[config.mk]
export PLATFORM = sky130hd
export DESIGN_NAME = serial_port_control_status
export DESIGN_NICKNAME = d
export VERILOG_FILES = /design/src/hw/spc_pkg.sv /design/src/hw/serial_port_control_status.sv
export SDC_FILE = /design/constraint.sdc
export NUM_CORES = 1
export LEC_CHECK = 0
export ABC_AREA = 1
export BUFFER_PORTS_ARGS = -buffer_cell sky130_fd_sc_hd__buf_2
export CAP_MARGIN = 20
export CELL_PAD_IN_SITES_DETAIL_PLACEMENT = 1
export CELL_PAD_IN_SITES_GLOBAL_PLACEMENT = 1
export CORE_ASPECT_RATIO = 2
export CORE_MARGIN = 3
export CORE_UTILIZATION = 48
export DETAILED_ROUTE_END_ITERATION = 8
export GPL_TIMING_DRIVEN = 1
export HOLD_SLACK_MARGIN = 0.15
export PLACE_DENSITY_LB_ADDON = 0.1
export SLEW_MARGIN = 5
export SYNTH_ARGS = -nofsm -noshare
export SYNTH_HDL_FRONTEND = slang
export SYNTH_SLANG_ARGS = --single-unit
[constraint.sdc]
create_clock -name clk_sys -period 9 [get_ports clk_sys]
set_input_delay 1.8 -clock clk_sys [delete_from_list [all_inputs] [get_ports clk_sys]]
set_output_delay 1.8 -clock clk_sys [all_outputs]
set_load 0.005 [all_outputs]
[src/hw/spc_pkg.sv]
package spc_pkg;
  // Register word indices; byte address is four times the index
  localparam logic [3:0] IDX_CTRL_TWO = 4'h3;  // serial_control_two
  localparam logic [3:0] IDX_STAT_ONE = 4'h4;  // serial_status_one
  localparam logic [3:0] IDX_DATA_LOW = 4'h8;  // data_low_register
  localparam logic [3:0] IDX_CFG      = 4'h9;  // Format options
  localparam logic [3:0] IDX_BAUD     = 4'hA;  // Clocks per bit

  // Reset values
  localparam logic [7:0]  CTRL_RESET = 8'h00;
  localparam logic [1:0]  CFG_RESET  = 2'h0;
  localparam logic [12:0] BAUD_RESET = 13'h0010;
  localparam logic [7:0]  DATA_RESET = 8'h00;

  // Frame lengths in bit times
  localparam logic [3:0] LEN_FRAME8 = 4'hA;    // 8-bit format
  localparam logic [3:0] LEN_FRAME9 = 4'hB;    // 9-bit format
  localparam logic [3:0] LEN_LBRK8  = 4'hD;    // Long break, 8-bit
  localparam logic [3:0] LEN_LBRK9  = 4'hE;    // Long break, 9-bit

  // Control register, bit 7 down to bit 0
  typedef struct packed {
    logic tx_empty_irq_en;
    logic tx_done_irq_en;
    logic rx_full_irq_en;
    logic idle_irq_en;
    logic tx_enable;
    logic rx_enable;
    logic rx_wakeup_standby;
    logic send_break;
  } ctrl_t;

  // Status register, bit 7 down to bit 0
  typedef struct packed {
    logic       tx_empty_flag;
    logic       tx_done_flag;
    logic       rx_full_flag;
    logic       idle_flag;
    logic       overrun_flag;
    logic [2:0] unused;
  } status_t;

  // Format options
  typedef struct packed {
    logic nine_bit_mode;
    logic long_break_select;
  } cfg_t;
endpackage

[src/hw/serial_port_control_status.sv]
`timescale 1ns/1ps
module serial_port_control_status (
  input  wire logic        clk_sys,     // System clock
  input  wire logic        reset,       // Async reset, active high
  input  wire logic        ce,          // Clock enable
  input  wire logic [5:0]  address,     // Avalon byte address
  input  wire logic        read,        // Avalon read
  input  wire logic        write,       // Avalon write
  input  wire logic [31:0] writedata,   // Avalon write data
  output logic      [31:0] readdata,    // Avalon read data
  output logic             waitrequest, // Avalon wait
  input  wire logic        rxd,         // Serial input pin
  output logic             txd,         // Serial output pin
  output logic             txd_oe,      // Output enable of txd
  output logic             irq          // Interrupt request
);

  spc_pkg::ctrl_t   ctrl_q;             // Control register
  spc_pkg::cfg_t    cfg_q;              // Format options
  spc_pkg::status_t arm_q;              // Flags seen by status read
  logic [12:0]      baud_q;             // Clocks per bit
  logic [7:0]       tdr_q;              // Transmit data
  logic [7:0]       rdr_q;              // Receive data
  logic             ack_q;              // Bus answer cycle
  logic [31:0]      rdata_q;            // Captured read data
  logic             tx_empty_q;         // Transmit data empty
  logic             done_q;             // Transmission complete
  logic             rx_full_q;          // Receive data full
  logic             idle_q;             // Idle line flag
  logic             ovr_q;              // Overrun flag
  logic             pre_pend_q;         // Preamble queued
  logic             brk_pend_q;         // One break queued
  logic [12:0]      tx_cnt_q;           // Transmit bit timer
  logic [3:0]       bits_left_q;        // Bits left in tx frame
  logic [12:0]      sh_q;               // Transmit shifter
  logic             txd_q;              // Line level
  logic             rx_m_q;             // Sync stage one
  logic             rx_s_q;             // Sync stage two
  logic [12:0]      rx_cnt_q;           // Receive bit timer
  logic [3:0]       rx_bits_q;          // Bits left in rx frame
  logic [10:0]      rx_sh_q;            // Receive shifter
  logic [3:0]       ones_q;             // Consecutive ones
  logic             idle_arm_q;         // Frame seen since idle
  logic             irq_q;              // Registered interrupt

  logic             acc;                // Request accepted
  logic             wr_acc;             // Accepted write
  logic             rd_acc;             // Accepted read
  logic [3:0]       idx;                // Register index
  logic [31:0]      rd_mux;             // Read data source
  spc_pkg::status_t stat;               // Live status
  logic [3:0]       frame_len;          // Data frame length
  logic [3:0]       brk_len;            // Break length
  logic             tx_tick;            // End of tx bit time
  logic             tx_busy;            // Frame on the line
  logic             frame_end;          // Ready for next frame
  logic             brk_load;           // Break starts
  logic             pre_load;           // Preamble starts
  logic             dat_load;           // Data byte starts
  logic             done_set;           // tx_done set term
  logic             done_clr;           // tx_done clear term
  logic             data_wr;            // Data register write
  logic             data_rd;            // Data register read
  logic             rx_tick;            // Receive sample point
  logic             rx_end;             // Stop bit sampled
  logic [10:0]      rx_sh_n;            // Shifter with new bit
  logic [7:0]       rx_byte;            // Received data
  logic             idle_hit;           // Idle length reached

  // Bus decode; the answer comes one cycle after the request
  assign idx         = address[5:2];
  assign acc         = (read | write) & ack_q;
  assign wr_acc      = write & ack_q;
  assign rd_acc      = read & ack_q;
  assign waitrequest = (read | write) & ~ack_q;
  assign readdata    = rdata_q;
  assign data_wr     = wr_acc && idx == spc_pkg::IDX_DATA_LOW;
  assign data_rd     = rd_acc && idx == spc_pkg::IDX_DATA_LOW;

  // Live status word
  assign stat = '{tx_empty_flag: tx_empty_q, tx_done_flag: done_q,
                  rx_full_flag: rx_full_q, idle_flag: idle_q,
                  overrun_flag: ovr_q, unused: 3'h0};

  // Frame lengths for the selected format
  assign frame_len = cfg_q.nine_bit_mode ? spc_pkg::LEN_FRAME9
                                         : spc_pkg::LEN_FRAME8;
  always_comb begin
    if (!cfg_q.long_break_select) begin
      brk_len = frame_len;
    end else if (cfg_q.nine_bit_mode) begin
      brk_len = spc_pkg::LEN_LBRK9;
    end else begin
      brk_len = spc_pkg::LEN_LBRK8;
    end
  end

  // Read mux; unmapped words read zero
  always_comb begin
    unique case (idx)
      spc_pkg::IDX_CTRL_TWO: rd_mux = {24'h0000_00, ctrl_q};
      spc_pkg::IDX_STAT_ONE: rd_mux = {24'h0000_00, stat};
      spc_pkg::IDX_DATA_LOW: rd_mux = {24'h0000_00, rdr_q};
      spc_pkg::IDX_CFG:      rd_mux = {30'h0000_0000, cfg_q};
      spc_pkg::IDX_BAUD:     rd_mux = {19'h0_0000, baud_q};
      default:               rd_mux = 32'h0000_0000;
    endcase
  end

  // Answer strobe and read data capture
  always_ff @(posedge clk_sys or posedge reset) begin
    if (reset) begin
      ack_q   <= 1'b0;
      rdata_q <= 32'h0000_0000;
    end else if (ce) begin
      ack_q <= (read | write) & ~ack_q;
      if (read && !ack_q) begin
        rdata_q <= rd_mux;
      end
    end
  end

  // Control register; software write beats hardware wakeup
  always_ff @(posedge clk_sys or posedge reset) begin
    if (reset) begin
      ctrl_q <= spc_pkg::CTRL_RESET;
    end else if (ce) begin
      if (wr_acc && idx == spc_pkg::IDX_CTRL_TWO) begin
        ctrl_q <= writedata[7:0];
      end else if (idle_hit && ctrl_q.rx_wakeup_standby) begin
        ctrl_q.rx_wakeup_standby <= 1'b0;
      end
    end
  end

  // Format, rate and transmit data; status writes fall through
  always_ff @(posedge clk_sys or posedge reset) begin
    if (reset) begin
      cfg_q  <= spc_pkg::CFG_RESET;
      baud_q <= spc_pkg::BAUD_RESET;
      tdr_q  <= spc_pkg::DATA_RESET;
    end else if (ce && wr_acc) begin
      if (idx == spc_pkg::IDX_CFG) begin
        cfg_q <= writedata[1:0];
      end
      if (idx == spc_pkg::IDX_BAUD) begin
        baud_q <= writedata[12:0];
      end
      if (idx == spc_pkg::IDX_DATA_LOW) begin
        tdr_q <= writedata[7:0];
      end
    end
  end

  // status read arms, data access disarms
  always_ff @(posedge clk_sys or posedge reset) begin
    if (reset) begin
      arm_q <= '0;
    end else if (ce) begin
      if (rd_acc && idx == spc_pkg::IDX_STAT_ONE) begin
        arm_q <= rdata_q[7:0];
      end else if (data_rd || data_wr) begin
        arm_q <= '0;
      end
    end
  end

  // Preamble and single-break requests
  always_ff @(posedge clk_sys or posedge reset) begin
    if (reset) begin
      pre_pend_q <= 1'b0;
      brk_pend_q <= 1'b0;
    end else if (ce) begin
      if (!ctrl_q.tx_enable) begin
        pre_pend_q <= 1'b0;
        brk_pend_q <= 1'b0;
      end else begin
        if (pre_load) begin
          pre_pend_q <= 1'b0;
        end
        if (brk_load) begin
          brk_pend_q <= 1'b0;
        end
      end
      if (wr_acc && idx == spc_pkg::IDX_CTRL_TWO) begin
        if (writedata[3] && !ctrl_q.tx_enable) begin
          pre_pend_q <= 1'b1;
        end
        if (writedata[0] && !ctrl_q.send_break) begin
          brk_pend_q <= 1'b1;
        end
      end
    end
  end

  // Transmit bit timer
  assign tx_tick = ctrl_q.tx_enable && baud_q != 13'h0000 &&
                   tx_cnt_q == 13'h0000;
  always_ff @(posedge clk_sys or posedge reset) begin
    if (reset) begin
      tx_cnt_q <= 13'h0000;
    end else if (ce) begin
      if (!ctrl_q.tx_enable || tx_cnt_q == 13'h0000) begin
        tx_cnt_q <= baud_q - 13'h0001;
      end else begin
        tx_cnt_q <= tx_cnt_q - 13'h0001;
      end
    end
  end

  // Next frame choice: break, then preamble, then data
  assign tx_busy   = bits_left_q != 4'h0;
  assign frame_end = tx_tick && bits_left_q <= 4'h1;
  assign brk_load  = frame_end && (ctrl_q.send_break || brk_pend_q);
  assign pre_load  = frame_end && !brk_load && pre_pend_q;
  assign dat_load  = frame_end && !brk_load && !pre_pend_q &&
                     !tx_empty_q;

  assign txd_oe = ctrl_q.tx_enable;
  assign txd    = txd_q;

  // Transmit shifter and line level
  always_ff @(posedge clk_sys or posedge reset) begin
    if (reset) begin
      bits_left_q <= 4'h0;
      sh_q        <= '1;
      txd_q       <= 1'b1;
    end else if (ce) begin
      if (!ctrl_q.tx_enable) begin
        bits_left_q <= 4'h0;
        sh_q        <= '1;
        txd_q       <= 1'b1;
      end else if (brk_load) begin
        bits_left_q <= brk_len;
        sh_q        <= 13'h0000;
        txd_q       <= 1'b0;
      end else if (pre_load) begin
        bits_left_q <= frame_len;
        sh_q        <= '1;
        txd_q       <= 1'b1;
      end else if (dat_load) begin
        // Start bit out, data then stop bits follow
        bits_left_q <= frame_len;
        sh_q        <= {5'h1F, tdr_q};
        txd_q       <= 1'b0;
      end else if (frame_end) begin
        bits_left_q <= 4'h0;
        txd_q       <= 1'b1;
      end else if (tx_tick) begin
        bits_left_q <= bits_left_q - 4'h1;
        sh_q        <= {1'b1, sh_q[12:1]};
        txd_q       <= sh_q[0];
      end
    end
  end

  // Transmit data empty flag; hardware set wins
  always_ff @(posedge clk_sys or posedge reset) begin
    if (reset) begin
      tx_empty_q <= 1'b1;
    end else if (ce) begin
      if (dat_load) begin
        tx_empty_q <= 1'b1;
      end else if (data_wr && arm_q.tx_empty_flag) begin
        tx_empty_q <= 1'b0;
      end
    end
  end

  // Transmission complete terms
  // low while anything is sent
  // low when anything is queued
  // Armed data write queues a byte: clear on that same edge
  assign done_clr = tx_busy || pre_pend_q || brk_pend_q ||
                    ctrl_q.send_break || !tx_empty_q ||
                    (data_wr && (arm_q.tx_done_flag || arm_q.tx_empty_flag));
  assign done_set = tx_empty_q && !tx_busy;

  // Transmission complete flag
  always_ff @(posedge clk_sys or posedge reset) begin
    if (reset) begin
      done_q <= 1'b1;
    end else if (ce) begin
      if (done_clr) begin
        done_q <= 1'b0;
      end else if (done_set) begin
        done_q <= 1'b1;
      end
    end
  end

  // Two-stage synchroniser for the line input
  always_ff @(posedge clk_sys or posedge reset) begin
    if (reset) begin
      rx_m_q <= 1'b1;
      rx_s_q <= 1'b1;
    end else if (ce) begin
      rx_m_q <= rxd;
      rx_s_q <= rx_m_q;
    end
  end

  // Receive timing and frame assembly
  assign rx_tick = ctrl_q.rx_enable && baud_q != 13'h0000 &&
                   rx_cnt_q == 13'h0000;
  assign rx_end  = rx_tick && rx_bits_q == 4'h1;
  assign rx_sh_n = {rx_s_q, rx_sh_q[10:1]};
  assign rx_byte = cfg_q.nine_bit_mode ? rx_sh_n[8:1] : rx_sh_n[9:2];

  always_ff @(posedge clk_sys or posedge reset) begin
    if (reset) begin
      rx_cnt_q  <= 13'h0000;
      rx_bits_q <= 4'h0;
      rx_sh_q   <= '1;
    end else if (ce) begin
      if (!ctrl_q.rx_enable) begin
        rx_cnt_q  <= 13'h0000;
        rx_bits_q <= 4'h0;
      end else if (rx_bits_q == 4'h0 && !rx_s_q) begin
        // Start edge: sample mid-bit from here on
        rx_cnt_q  <= {1'b0, baud_q[12:1]};
        rx_bits_q <= frame_len;
      end else if (rx_tick) begin
        rx_cnt_q <= baud_q - 13'h0001;
        if (rx_bits_q != 4'h0) begin
          rx_bits_q <= rx_bits_q - 4'h1;
          rx_sh_q   <= rx_sh_n;
        end
      end else begin
        rx_cnt_q <= rx_cnt_q - 13'h0001;
      end
    end
  end

  // Idle line counter, in bit times of steady high
  assign idle_hit = rx_tick && rx_bits_q == 4'h0 && rx_s_q &&
                    ones_q == frame_len - 4'h1;
  always_ff @(posedge clk_sys or posedge reset) begin
    if (reset) begin
      ones_q <= 4'h0;
    end else if (ce) begin
      if (!ctrl_q.rx_enable || rx_bits_q != 4'h0 || !rx_s_q) begin
        ones_q <= 4'h0;
      end else if (rx_tick && ones_q != frame_len) begin
        ones_q <= ones_q + 4'h1;
      end
    end
  end

  // Receive flags and data; a set beats an armed clear
  always_ff @(posedge clk_sys or posedge reset) begin
    if (reset) begin
      rdr_q      <= spc_pkg::DATA_RESET;
      rx_full_q  <= 1'b0;
      ovr_q      <= 1'b0;
      idle_q     <= 1'b0;
      idle_arm_q <= 1'b0;
    end else if (ce) begin
      if (data_rd && arm_q.rx_full_flag) begin
        rx_full_q <= 1'b0;
      end
      if (data_rd && arm_q.overrun_flag) begin
        ovr_q <= 1'b0;
      end
      if (data_rd && arm_q.idle_flag) begin
        idle_q <= 1'b0;
      end
      if (rx_end && !ctrl_q.rx_wakeup_standby) begin
        if (rx_full_q && !(data_rd && arm_q.rx_full_flag)) begin
          ovr_q <= 1'b1;
        end else begin
          rdr_q      <= rx_byte;
          rx_full_q  <= 1'b1;
          idle_arm_q <= 1'b1;
        end
      end
      // idle after a full frame of ones
      if (idle_hit && idle_arm_q && !ctrl_q.rx_wakeup_standby) begin
        idle_q     <= 1'b1;
        idle_arm_q <= 1'b0;
      end
    end
  end

  // Interrupt request from enabled flags
  always_ff @(posedge clk_sys or posedge reset) begin
    if (reset) begin
      irq_q <= 1'b0;
    end else if (ce) begin
      // gate each source; standby gates receive
      irq_q <= (ctrl_q.tx_empty_irq_en && tx_empty_q) ||
               (ctrl_q.tx_done_irq_en && done_q) ||
               (!ctrl_q.rx_wakeup_standby &&
                ((ctrl_q.rx_full_irq_en && (rx_full_q || ovr_q)) ||
                 (ctrl_q.idle_irq_en && idle_q)));
    end
  end
  assign irq = irq_q;
endmodule

==> Flow_metrics.wiki <==
{| class="wikitable"
! Metric !! Value
|-
| Yosys Warn Count || 0
|-
| Number of violations of the max-capacitance limit || 0
|-
| Net count of the finished layout || 997
|-
| Pin count of the biggest net entering global routing || 70
|-
| Final Cycle Share || 44.66%
|-
| Cell count along the critical path || 4
|-
| CTS clock-pin slew for the worst setup and hold paths || 0.06 ns
|-
| Standby leakage power || 3.889 nW
|-
| Via count || 6526
|-
| Overall die area || 16850 um^2
|-
| Slew HR || 38.35%
|-
| Worst setup slack for register-to-register paths || 6.12 ns
|-
| Delay contributed by the slowest stage of the critical path || 0.14 ns
|-
| Cell type with the highest aggregate area in the netlist || sky130_fd_sc_hd__dfrtp_1
|-
| Standard cell with the maximum stage delay on the critical path || sky130_fd_sc_hd__buf_2
|-
| Clock tree from TritonCTS || done
|-
| RSZ-0062 raised after global routing || false
|-
| Placeable core region || 14900 um^2
|-
| Fin Clk Skew || 0.01371 ns
|-
| Area of the multi-input gates || 3446 um^2
|-
| Count of flip-flops with a built-in enable after synthesis || 0
|-
| Worst path cell trace || buf_2, nor2_1, nor2_1, buf_2
|-
| All-layer global routing usage || 28.60%
|-
| Via count of the first global-routing pass || 7239
|-
| Quantity of I/O buffers inserted on ports || 39
|-
| Max IR drop VDD || 0.1432 mV
|-
| Total congestion overflow after global routing || 0
|-
| Layout cell share with drive strength beyond 1 || 14.36%
|-
| Final-report max-slew violation count || 0
|-
| Max FO, Critical Path || 3
|-
| Total Routed Length || 23110 um
|-
| Setup Buffers After CTS || 0
|-
| Quantity of hold-fixing buffers added after cts || 0
|-
| Most numerous cell types in the synthesized netlist || sky130_fd_sc_hd__nand2_1 (203), sky130_fd_sc_hd__dfrtp_1 (102), sky130_fd_sc_hd__inv_1 (97)
|-
| Clk Tree Root Cell || sky130_fd_sc_hd__clkbuf_16
|-
| Mapped cell area || 7315 um^2
|-
| Overall Power || 2.050 mW
|-
| Number of buffers created by CTS || 17
|-
| Result of the run || completed
|-
| Category of the worst setup path capture point || output pin
|-
| Class of the tightest hold or removal check || flop to flop
|-
| Sequential share of the synthesized area || 44.95%
|-
| Ys flop type || sky130_fd_sc_hd__dfrtp_1
|-
| Drt initial violations || 224
|-
| WP buf/inv || 2
|-
| Die span in x || 93.29 um
|-
| Destination of the critical timing path || waitrequest
|-
| Layout area overhead || 12.30%
|-
| #FFs+latches synth || 130
|-
| Routed wire per std cell || 20.11 um
|-
| Area of all placed cells without fillers || 8214 um^2
|-
| Drt pass-1 iters || 5
|-
| First element of the critical path || read
|-
| Clock network latency to the later pin of the worst-skew pair || 0.43 ns
|-
| Clock tree buffer depth || 2
|-
| Final hold vios || 0
|-
| Measured slew at the worst slew-check pin || 0.9222 ns
|-
| Setup-violating endpoint count in the final report || 0
|-
| Top cell family by delay on the critical path || buffers and inverters
|-
| Starting Density || 49.10%
|-
| Final GP Congestion || 0.8888
|-
| Filler cells || 1819
|-
| Post-Synthesis Cells || 910
|-
| Remaining number of nets flagged by the antenna check after routing || 0
|-
| Initial antenna violation count || 0
|-
| Required time at the endpoint of the critical path || 7.20 ns
|-
| Critical path start-end classification || input port to output pin
|-
| Worst r2r path cells || 9
|-
| Clock sink count || 130
|-
| Overall die height || 180.6 um
|-
| Remaining design rule violation count || 0
|-
| Placement row count || 63
|-
| Most repeated cell in the gate-level netlist after synthesis || sky130_fd_sc_hd__nand2_1
|-
| # H-tree levels || 4
|-
| Syn_area_per_cell || 8.038 um^2
|-
| Biggest area contributors in the synthesized netlist || sky130_fd_sc_hd__dfrtp_1 (35%), sky130_fd_sc_hd__nand2_1 (10%), sky130_fd_sc_hd__dfstp_2 (10%)
|-
| Fraction of registers with async set/reset || 100.0%
|-
| Via density per instance || 5.680
|-
| Placed Area || 7569 um^2
|-
| Power per unit of standard cell area || 249.6 nW/um^2
|-
| Worst reg2reg startpoint || rx_cnt_q[9]$_DFFE_PP0P_
|-
| Setup TNS || 0 ns
|-
| Number of distinct library cell variants in the gate-level netlist after synthesis || 48
|-
| Detailed placer's ending HPWL || 17120 um
|-
| Worst reg2reg path endpoint || ones_q[3]$_DFFE_PP0P_
|-
| Area share of the leading cell type in the synthesized netlist || 34.90%
|-
| Launching element type of the critical path || input port
|-
| Resized Gates After CTS || 0
|-
| Critical path arrival || 2.22 ns
|-
| First-pass GRT wire length || 37270 um
|-
| Sequential cell area || 3288 um^2
|-
| Highest clock frequency the design can meet || 0.2488 GHz
|-
| Post-layout minimum cycle time || 4.020 ns
|-
| I/O pin count || 80
|-
| Antenna cells || 0
|}
[kinds of logic after synthesis]
family	after synthesis	share of synthesized area, %
AOI/OAI and AO/OA	156	11.87
xor gates and xnor gates	27	3.233
DFF	130	44.95
other	1	0.05127
buffers and inverters	147	8.861
muxes	24	3.541
adders and majority gates	12	2.053
and+or+nand+nor	413	25.44
[flip-flops by register name (all words and copies together), names as in the netlist, 2 cells and up]
| register | flops |
|---|---|
| ones_q | 4 |
| rdr_q | 8 |
| baud_q | 13 |
| tx_cnt_q | 13 |
| ctrl_q | 7 |
| sh_q | 13 |
| tdr_q | 8 |
| bits_left_q | 4 |
| rx_bits_q | 4 |
| arm_q | 5 |
| cfg_q | 2 |
| rx_cnt_q | 13 |
| readdata | 13 |
| rx_sh_q | 9 |
[worst register-to-register path, stage by stage (launching register included)]
cell and delay (ns):
sky130_fd_sc_hd__dfrtp_1 0.41, sky130_fd_sc_hd__nor2_1 0.15, sky130_fd_sc_hd__nand2_1 0.14, sky130_fd_sc_hd__nor3_4 0.32, sky130_fd_sc_hd__nand3_1 0.73, sky130_fd_sc_hd__inv_1 0.48, sky130_fd_sc_hd__nand3_1 0.20, sky130_fd_sc_hd__nor2_1 0.14
sky130_fd_sc_hd__nand2_1 0.06, sky130_fd_sc_hd__and3_1 0.16
[worst min-delay path by stage]
stage	from	endpoint	slack [ns]	cells after the start
floorplan	sh_q[10]$_DFFE_PP1P_	sh_q[10]$_DFFE_PP1P_	0.44	2
global placement	rx_m_q$_DFFE_PP1P_	rx_m_q$_DFFE_PP1P_	0.45	2
detailed placement	sh_q[9]$_DFFE_PP1P_	sh_q[9]$_DFFE_PP1P_	0.46	2
CTS	rx_m_q$_DFFE_PP1P_	rx_m_q$_DFFE_PP1P_	0.47	2
global route	sh_q[3]$_DFFE_PP1P_	sh_q[3]$_DFFE_PP1P_	0.49	2
finish	txd$_DFFE_PP1P_	txd$_DFFE_PP1P_	0.47	2
[per-layer routing]
| layer | GRT usage [%] | routed length [um] | up-vias |
|---|---|---|---|
| li1 | - | - | 3056 |
| met1 | 28.86 | 8175 | 3280 |
| met2 | 54.68 | 13400 | 135 |
| met3 | 4.304 | 619 | 55 |
| met4 | 14.27 | 910 | 0 |
| met5 | 0 | 0 | - |
[metrics by stage]
| stage | setup WS (ns) | util, % | hold slack, ns | std cells |
|---|---|---|---|---|
| after floorplan | 3.777 | - | 0.4428 | 928 |
| after global placement | 5.003 | 50.80 | 0.4527 | 1117 |
| after detailed placement | 4.978 | 50.80 | 0.4588 | 1117 |
| after CTS | 4.975 | 55.14 | 0.4698 | 1149 |
| after global routing | 4.949 | 55.14 | 0.4894 | 1149 |
| final | 4.980 | 55.14 | 0.4651 | 1149 |
[placed cells by master, fill, tap and decap left out, types with 13 or more instances in the layout]
cell type                   netlist  routed
sky130_fd_sc_hd__nand3_1         78      78
sky130_fd_sc_hd__nand4_1         27      27
sky130_fd_sc_hd__xor2_1          20      20
sky130_fd_sc_hd__dfrtp_1        102     102
sky130_fd_sc_hd__dfstp_2         28      28
sky130_fd_sc_hd__a21oi_1         21      21
sky130_fd_sc_hd__mux2_2          13      13
sky130_fd_sc_hd__o21ai_1         13      13
sky130_fd_sc_hd__clkbuf_16        0      17
sky130_fd_sc_hd__inv_1           97      96
sky130_fd_sc_hd__nor2_1          69      69
sky130_fd_sc_hd__o21ai_0         93      93
sky130_fd_sc_hd__conb_1           1      19
sky130_fd_sc_hd__nand2_1        203     203
sky130_fd_sc_hd__buf_2            6      39
[layout make-up]
type                    instances  share of cell area (%)
multi-input cells             651                   41.95
flip-flops and latches        130                   40.03
clock buffers                  21                   5.727
inverters                     100                   4.631
well taps                     195                   2.970
repair buffers                 41                   2.559
clock inverters                11                   2.133
[report_power, final]
group / total [mW] / internal, mW / switching (mW)
combinational: 0.525 / 0.170 / 0.354
sequential: 0.759 / 0.677 / 0.0822
clock: 0.766 / 0.488 / 0.279
total: 2.05 / 1.34 / 0.715
(Power assumes the default switching activity.)
